==> src/hdl/sacp_consts.vh <==
// Constants for the serial conversion port
`ifndef SACP_CONSTS_VH
`define SACP_CONSTS_VH
`define SACP_CTRL_CLKS    5'h08
`define SACP_ACQ_CLK      5'h05
`define SACP_MUX_CLK      5'h06
`define SACP_FRAME_CLKS   5'h18
`define SACP_CONV_FIRST   5'h09
`define SACP_CONV_LAST    5'h14
`define SACP_BITS_12      4'hc
`define SACP_BITS_8       4'h8
`define SACP_RES_W        12
`define SACP_TRIAL_INIT   12'h800
`define SACP_CTRL_START   7
`define SACP_CTRL_CH_HI   6
`define SACP_CTRL_CH_LO   4
`define SACP_CTRL_MODE    3
`define SACP_CTRL_INMODE  2
`define SACP_CTRL_PD_HI   1
`define SACP_CTRL_PD_LO   0
`define SACP_CH_CODE_0    3'h1
`define SACP_CH_CODE_1    3'h5
`define SACP_CH_CODE_2    3'h2
`define SACP_CH_CODE_3    3'h6
`define SACP_SEL_COMMON   5'h10
`define SACP_BUF_W        13
`endif

==> src/hdl/sacp_buf2.v <==
// Two-entry result buffer with valid and ready on both sides
`timescale 1ns/1ns
module sacp_buf2 #(
	parameter W = 13
)(
	input  wire         ref_clk,       // System clock
	input  wire         sys_rst,       // Synchronous reset, active high
	input  wire         in_valid,      // Word offered
	input  wire [W-1:0] in_data,       // Word to store
	output reg          in_ready_reg,  // Room for one word
	output reg          out_valid_reg, // Head word valid
	output wire [W-1:0] out_data,      // Head word
	input  wire         out_ready      // Drain accepts head
);
	reg [W-1:0] ent_reg [0:1];
	reg [1:0]   cnt_reg;
	reg [1:0]   cnt_next;
	wire        push;
	wire        pop;

	////////////////////////////////////////////////////////////////
	// Handshakes
	assign push     = in_valid & in_ready_reg;
	assign pop      = out_valid_reg & out_ready;
	assign out_data = ent_reg[0];

	// Occupancy after this cycle
	always @*
	begin
		cnt_next = cnt_reg;
		if (push & ~pop)
			cnt_next = cnt_reg + 2'h1;
		else if (pop & ~push)
			cnt_next = cnt_reg - 2'h1;
	end

	////////////////////////////////////////////////////////////////
	// Storage, head entry is the output register
	always @(posedge ref_clk)
	begin
		if (sys_rst)
		begin
			ent_reg[0]    <= {W{1'b0}};
			ent_reg[1]    <= {W{1'b0}};
			cnt_reg       <= 2'h0;
			in_ready_reg  <= 1'b1;
			out_valid_reg <= 1'b0;
		end
		else
		begin
			if (pop)
				ent_reg[0] <= (cnt_reg == 2'h2) ? ent_reg[1] : in_data;
			else if (push && cnt_reg == 2'h0)
				ent_reg[0] <= in_data;
			if (push && (cnt_reg == 2'h2 || (cnt_reg == 2'h1 && ~pop)))
				ent_reg[1] <= in_data;
			cnt_reg       <= cnt_next;
			in_ready_reg  <= (cnt_next != 2'h2);
			out_valid_reg <= (cnt_next != 2'h0);
		end
	end
endmodule // sacp_buf2

==> src/hdl/sacp_port.v <==
// Serial control and conversion sequencer of a four-input converter
`timescale 1ns/1ns
`include "sacp_consts.vh"
module sacp_port (
	input  wire                    ref_clk,                 // System clock, 50 MHz
	input  wire                    sys_rst,                 // Synchronous reset, active high
	input  wire                    serial_clock_line,       // Host serial clock
	input  wire                    chip_select_n,           // Chip select, active low
	input  wire                    serial_data_in,          // Host serial data
	input  wire                    resolution_pin,          // High lets control bit pick 8 bits
	input  wire                    sar_compare_in,          // High when input is above trial level
	output reg                     serial_data_out_reg,     // Serial result bit
	output reg                     serial_data_oe_reg,      // Drives serial output when high
	output reg                     busy_out_reg,            // Conversion in progress
	output reg                     busy_oe_reg,             // Drives busy pin when high
	output reg                     sample_active_reg,       // Sample switch closed
	output reg  [3:0]              pos_input_sel_reg,       // Positive input, one-hot inputs 0..3
	output reg  [4:0]              neg_input_sel_reg,       // Negative input, bit 4 is common
	output reg  [`SACP_RES_W-1:0]  sar_trial_code_reg,      // Trial code for the capacitor array
	output reg  [1:0]              power_mode_reg,          // Power-down bits of last word
	output wire                    result_valid,            // Buffered result ready
	output wire [`SACP_BUF_W-1:0]  result_data,             // {eight_bit, code}
	input  wire                    result_ready             // Receiver takes result
);
	reg                    sclk_prev_reg;
	reg                    active_reg;
	reg  [4:0]             clk_cnt_reg;
	reg  [6:0]             ctrl_sh_reg;
	reg                    eight_bit_reg;
	reg  [`SACP_RES_W-1:0] mask_reg;
	reg                    converting_reg;
	reg                    push_reg;
	reg  [`SACP_RES_W-1:0] push_code_reg;
	reg  [3:0]             step_cnt_reg;
	wire                   buf_in_ready;
	wire                   rise;
	wire                   fall;
	wire [7:0]             ctrl_byte;
	wire [3:0]             nbits;
	wire [`SACP_RES_W-1:0] trial_kept;
	reg  [3:0]             pos_next;
	reg  [4:0]             neg_next;

	////////////////////////////////////////////////////////////////
	// Serial clock edges, inputs already synchronous
	assign rise       = serial_clock_line & ~sclk_prev_reg & ~chip_select_n;
	assign fall       = ~serial_clock_line & sclk_prev_reg & ~chip_select_n;
	assign ctrl_byte  = {ctrl_sh_reg, serial_data_in};
	assign nbits      = eight_bit_reg ? `SACP_BITS_8 : `SACP_BITS_12;
	assign trial_kept = sar_compare_in ? sar_trial_code_reg : (sar_trial_code_reg & ~mask_reg);

	// Mux decode from channel code and mode bit seen at the sixth clock
	always @*
	begin
		pos_next = 4'h0;
		neg_next = 5'h00;
		case (ctrl_sh_reg[3:1])
			`SACP_CH_CODE_0:
			begin
				pos_next = 4'h1;
				neg_next = serial_data_in ? `SACP_SEL_COMMON : 5'h02;
			end
			`SACP_CH_CODE_1:
			begin
				pos_next = 4'h2;
				neg_next = serial_data_in ? `SACP_SEL_COMMON : 5'h01;
			end
			`SACP_CH_CODE_2:
			begin
				pos_next = 4'h4;
				neg_next = serial_data_in ? `SACP_SEL_COMMON : 5'h08;
			end
			`SACP_CH_CODE_3:
			begin
				pos_next = 4'h8;
				neg_next = serial_data_in ? `SACP_SEL_COMMON : 5'h04;
			end
			default:
			begin
				pos_next = 4'h0;
				neg_next = 5'h00;
			end
		endcase
	end

	////////////////////////////////////////////////////////////////
	// Frame sequencer
	always @(posedge ref_clk)
	begin
		if (sys_rst)
		begin
			sclk_prev_reg       <= 1'b0;
			active_reg          <= 1'b0;
			clk_cnt_reg         <= 5'h00;
			ctrl_sh_reg         <= 7'h00;
			eight_bit_reg       <= 1'b0;
			mask_reg            <= {`SACP_RES_W{1'b0}};
			converting_reg      <= 1'b0;
			push_reg            <= 1'b0;
			push_code_reg       <= {`SACP_RES_W{1'b0}};
			step_cnt_reg        <= 4'h0;
			serial_data_out_reg <= 1'b0;
			serial_data_oe_reg  <= 1'b0;
			busy_out_reg        <= 1'b0;
			busy_oe_reg         <= 1'b0;
			sample_active_reg   <= 1'b0;
			pos_input_sel_reg   <= 4'h0;
			neg_input_sel_reg   <= 5'h00;
			sar_trial_code_reg  <= {`SACP_RES_W{1'b0}};
			power_mode_reg      <= 2'h3;
		end
		else
		begin
			sclk_prev_reg      <= serial_clock_line;
			push_reg           <= 1'b0;
			serial_data_oe_reg <= ~chip_select_n;
			busy_oe_reg        <= ~chip_select_n;
			if (chip_select_n)
			begin
				// Deselect ends any frame
				active_reg          <= 1'b0;
				converting_reg      <= 1'b0;
				clk_cnt_reg         <= 5'h00;
				serial_data_out_reg <= 1'b0;
				busy_out_reg        <= 1'b0;
				sample_active_reg   <= 1'b0;
			end
			else if (rise)
			begin
				if (~active_reg)
				begin
					// Wait for high start bit, only with buffer room
					if (serial_data_in & buf_in_ready)
					begin
						active_reg  <= 1'b1;
						clk_cnt_reg <= 5'h01;
						ctrl_sh_reg <= 7'h01;
					end
				end
				else
				begin
					if (clk_cnt_reg != `SACP_FRAME_CLKS)
						clk_cnt_reg <= clk_cnt_reg + 5'h01;
					if (clk_cnt_reg < `SACP_CTRL_CLKS - 5'h01)
						ctrl_sh_reg <= ctrl_byte[6:0];
					if (clk_cnt_reg == `SACP_ACQ_CLK - 5'h01)
						sample_active_reg <= 1'b1;
					if (clk_cnt_reg == `SACP_MUX_CLK - 5'h01)
					begin
						pos_input_sel_reg <= pos_next;
						neg_input_sel_reg <= neg_next;
					end
					if (clk_cnt_reg == `SACP_CTRL_CLKS - 5'h01)
					begin
						// Control word complete: hold and start conversion
						sample_active_reg  <= 1'b0;
						converting_reg     <= 1'b1;
						busy_out_reg       <= 1'b1;
						eight_bit_reg      <= resolution_pin & ctrl_byte[`SACP_CTRL_MODE];
						power_mode_reg     <= ctrl_byte[`SACP_CTRL_PD_HI:`SACP_CTRL_PD_LO];
						sar_trial_code_reg <= `SACP_TRIAL_INIT;
						mask_reg           <= `SACP_TRIAL_INIT;
						step_cnt_reg       <= 4'h0;
					end
				end
			end
			else if (fall && active_reg)
			begin
				if (converting_reg && clk_cnt_reg >= `SACP_CONV_FIRST && clk_cnt_reg <= `SACP_CONV_LAST)
				begin
					// One decision per clock, shifted out MSB first
					serial_data_out_reg <= sar_compare_in;
					sar_trial_code_reg  <= trial_kept | (mask_reg >> 1);
					mask_reg            <= mask_reg >> 1;
					step_cnt_reg        <= step_cnt_reg + 4'h1;
					if (step_cnt_reg + 4'h1 == nbits)
					begin
						converting_reg <= 1'b0;
						busy_out_reg   <= 1'b0;
						push_reg       <= 1'b1;
						push_code_reg  <= trial_kept;
					end
				end
				else
					serial_data_out_reg <= 1'b0;
				if (clk_cnt_reg == `SACP_FRAME_CLKS)
				begin
					active_reg  <= 1'b0;
					clk_cnt_reg <= 5'h00;
				end
			end
		end
	end

	////////////////////////////////////////////////////////////////
	// Result buffer toward the receiver
	sacp_buf2 #(
		.W (`SACP_BUF_W)
	) u_buf (
		.ref_clk       (ref_clk),
		.sys_rst       (sys_rst),
		.in_valid      (push_reg),
		.in_data       ({eight_bit_reg, push_code_reg}),
		.in_ready_reg  (buf_in_ready),
		.out_valid_reg (result_valid),
		.out_data      (result_data),
		.out_ready     (result_ready)
	);
endmodule // sacp_port

==> config.mk <==
export PLATFORM = sky130hd
export DESIGN_NAME = sacp_port
export DESIGN_NICKNAME = d
export VERILOG_FILES = /design/src/hdl/sacp_buf2.v /design/src/hdl/sacp_port.v
export VERILOG_INCLUDE_DIRS = /design/src /design/src/hdl
export SDC_FILE = /design/constraint.sdc
export NUM_CORES = 1
export LEC_CHECK = 0
export BUFFER_PORTS_ARGS = -buffer_cell sky130_fd_sc_hd__buf_2
export CORE_ASPECT_RATIO = 2
export CORE_MARGIN = 3
export CORE_UTILIZATION = 30
export DETAILED_ROUTE_END_ITERATION = 6
export PLACE_DENSITY = 0.44
export SKIP_CTS_REPAIR_TIMING = 1
export SLEW_MARGIN = 15
export SYNTH_ARGS = -nofsm -noshare
export SYNTH_HDL_FRONTEND = slang
export SYNTH_SLANG_ARGS = --single-unit
==> constraint.sdc <==
create_clock -name ref_clk -period 2.4 [get_ports ref_clk]
set_input_delay 0.12 -clock ref_clk [delete_from_list [all_inputs] [get_ports ref_clk]]
set_output_delay 0.12 -clock ref_clk [all_outputs]
set_load 0.02 [all_outputs]
==> metrics.md <==
| Metric | Value |
|---|---|
| Seq cells post-synth | `98` |
| Core Rows | `62` |
| Cells along the critical path | `inv_1 -> ha_1 -> nor2b_1 -> o22ai_2 -> buf_4 -> and2_1 -> a221o_1` |
| Largest family of logic cells by synthesized area | `simple AND/OR/NAND/NOR gates` |
| Final setup viols | `0` |
| Gpl congestion | `0.8403` |
| Synth Flop Type | `dfxtp_1` |
| Total Wirelength | `10,890 µm` |
| Pint | `0.002459 W` |
| Max-cap violations | `0` |
| Latest clock arrival within the worst-skew pair | `0.34 ns` |
| Fraction of the mapped netlist area in simple logic gates | `18.29%` |
| Pre-antenna DRT Iters | `4` |
| Number of antenna violations at the first check in global routing | `0` |
| Via count | `3,389` |
| Crit. End Element | `flip-flop` |
| Hold Crit Start | `resolution_pin` |
| N_diodes | `0` |
| Clock Skews | `0.006931 ns` |
| CTS sink count | `98` |
| Syn-to-layout area delta | `15.72%` |
| Crit Path Class | `reg2reg` |
| Syn. warnings | `0` |
| Total CTS buffers | `9` |
| Clk pwr share | `42.6%` |
| Psw | `0.0007292 W` |
| Post-DRT Antenna Nets | `0` |
| Hold WC Path Type | `in2reg` |
| Outcome | `complete, no violations` |
| Power per cell area | `616.0 nW/µm²` |
| H-tree depth | `3` |
| Ys async rst share | `0%` |
| Post-route non-filler standard cell count | `674` |
| Worst Tran Pin Value | `0.7377 ns` |
| Vias per cell | `5.028` |
| Clock-pin slew on the worst setup and hold paths | `0.07 ns` |
| Headroom to the max-slew limit | `50.82%` |
| Largest net degree at the start of global routing | `30` |
| Sequential power share | `54.1%` |
| Per-cell routed wire length | `16.16 µm` |
| # DRC | `0` |
| CP peak stage delay | `0.49 ns` |
| Crit. Startpoint | `clk_cnt_reg[0]` |
| Placed cells | `658` |
| Io pins | `50` |
| RSZ-0062 raised after global routing | `false` |
| Final #Nets | `493` |
| First-pass GRT wire length | `17,970 µm` |
| Lkg Pwr | `2.042 nW` |
| Synthesized area per cell | `10.14 µm²` |
| Initial cell density of the core | `30.83%` |
| Synth Area in Compound Gates | `17.57%` |
| Critical Path AT | `2.45 ns` |
| Die span in y | `178.7 µm` |
| Max reg flops | `26` |
| Total die area | `16,500 µm²` |
| Mapped Area | `4473 µm²` |
| Distinct cells, synth | `62` |
| TNS Setup | `0 ns` |
| Slowest CP cell | `dfxtp_1` |
| Worst IR Drop VDD | `0.3317 mV` |
| Post-synthesis adder-cell area fraction | `2.462%` |
| Crit path launch type | `flip-flop` |
| Post-synthesis sequential area ratio | `49.68%` |
| Iter 0 DRT Violations | `108` |
| Syn nets | `457` |
| CTS tree | `done` |
| Root Buffer | `clkbuf_16` |
| Final period util | `92.47%` |
| GRT overflow | `0` |
| Core area | `14,510 µm²` |
| Buffer depth of the longest clock path | `2` |
| Combinational share of power | `3.3%` |
| Critical path data required time | `2.63 ns` |
| Number of port buffers | `49` |
| Slew Limit Fails | `0` |
| Post-Synth XOR/XNOR Area | `1.622%` |
| Die Wd | `92.34 µm` |
| Post-synth EDFFs | `26` |
| Net Sw Frac | `22.87%` |
| R2r startpoint | `clk_cnt_reg[0]` |
| Synth Instances | `441` |
| HPWL Detailed | `8365 µm` |
| Hold Violations, Final | `0` |
| Share of layout cells above drive strength 1 | `20.12%` |
| Total track usage | `14.00%` |
| Post-synthesis mux area share | `4.531%` |
| Max Fclk | `450.6 MHz` |
| Crit path max fanout | `29` |
| Crit path time final | `2.219 ns` |
| Vias in the first global route | `3,460` |
-- power groups by stage --
stage | registers, W | logic [W] | clock network [W]
after floorplan | 0.00176 | 0.0000790 | 0
after global placement | 0.00176 | 0.000108 | 0
after detailed placement | 0.00176 | 0.000107 | 0
after CTS | 0.00172 | 0.000108 | 0.00140
after global routing | 0.00173 | 0.000115 | 0.00147
final | 0.00172 | 0.000106 | 0.00136
-- synth_stat cells, types with 8 or more instances --
cell | number | area [µm²]
a21oi_1 | 35 | 175.2
clkbuf_1 | 23 | 86.33
ha_1 | 8 | 100.1
inv_1 | 10 | 37.54
nand3_1 | 16 | 80.08
a221o_1 | 10 | 100.1
and2_1 | 18 | 112.6
and3_1 | 12 | 75.07
o31ai_1 | 14 | 105.1
dfxtp_1 | 72 | 1441
o21ai_0 | 8 | 40.04
nor2_1 | 23 | 86.33
a21boi_0 | 11 | 82.58
edfxtp_1 | 26 | 780.8
nand4_1 | 12 | 75.07
mux2i_1 | 18 | 180.2
nand2_1 | 24 | 90.09
buf_4 | 15 | 112.6
-- cell families after synthesis --
| family | Yosys count |
|---|---|
| compound gates | 110 |
| xor+xnor | 5 |
| fa+ha+maj | 9 |
| buf+inv | 53 |
| flops | 98 |
| mux | 20 |
| simple gates | 146 |
-- cells in the final DEF, fill, tap and decap left out, drive strengths merged, types with 8 or more instances in the layout --
cell type,count
o21ai,8
a221o,10
ha,8
nand2,24
clkbuf,9
o31ai,15
mux2i,18
dfxtp,72
nor2,24
edfxtp,26
a21boi,11
inv,12
and3,12
buf,68
a21oi,36
and2,18
nand3,16
nand4,12
-- stage by stage --
stage	utilization, %	power [W]	worst slack, ns	hold WS (ns)	cell area [µm²]
3_5_place_dp	33.66	0.001870	-0.05743	0.4078	4883
2_1_floorplan	-	0.001841	0.4182	0.2482	4473
5_1_grt	35.68	0.003309	0.01743	0.06879	5176
6_report	35.68	0.003189	0.1808	0.05231	5176
4_1_cts	35.59	0.003232	-0.05704	0.04380	5162
3_3_place_gp	33.66	0.001869	-0.02265	0.3922	4883
-- worst paths after layout --
kind	endpoint	slack (ns)	cells after the start
worst max register to register	sar_trial_code_reg[5]	0.18	7
worst min register to register	pos_input_sel_reg[1]	0.45	2
worst max-delay path	sar_trial_code_reg[5]	0.18	7
worst min-delay path	eight_bit_reg	0.05	3
-- worst max-delay path: cells and delay by family, from the launching register on --
| kind | cells | cell delay [ns] |
|---|---|---|
| fa+ha+maj | 1 | 0.24 |
| compound gates | 2 | 0.54 |
| flops | 1 | 0.49 |
| simple gates | 2 | 0.49 |
| buf+inv | 2 | 0.33 |
-- layout make-up --
type	count	area [µm²]
Multi-Input combinational cell	290	2009
Timing Repair Buffer	68	387.9
Fill cell	1498	9330
Inverter	10	37.54
Clock inverter	7	53.80
Sequential cell	98	2222
Tap cell	192	240.2
Clock buffer	9	225.2
-- metal layers --
| metal | GRT usage [%] | vias to the layer above | part of all wire (%) |
|---|---|---|---|
| li1 | - | 1699 | - |
| met1 | 13.31 | 1603 | 36 |
| met2 | 27.64 | 60 | 57 |
| met3 | 2.772 | 27 | 3.0 |
| met4 | 7.010 | 0 | 3.8 |
| met5 | 0 | - | 0 |
Note: power is estimated with default switching activity, not from simulation.
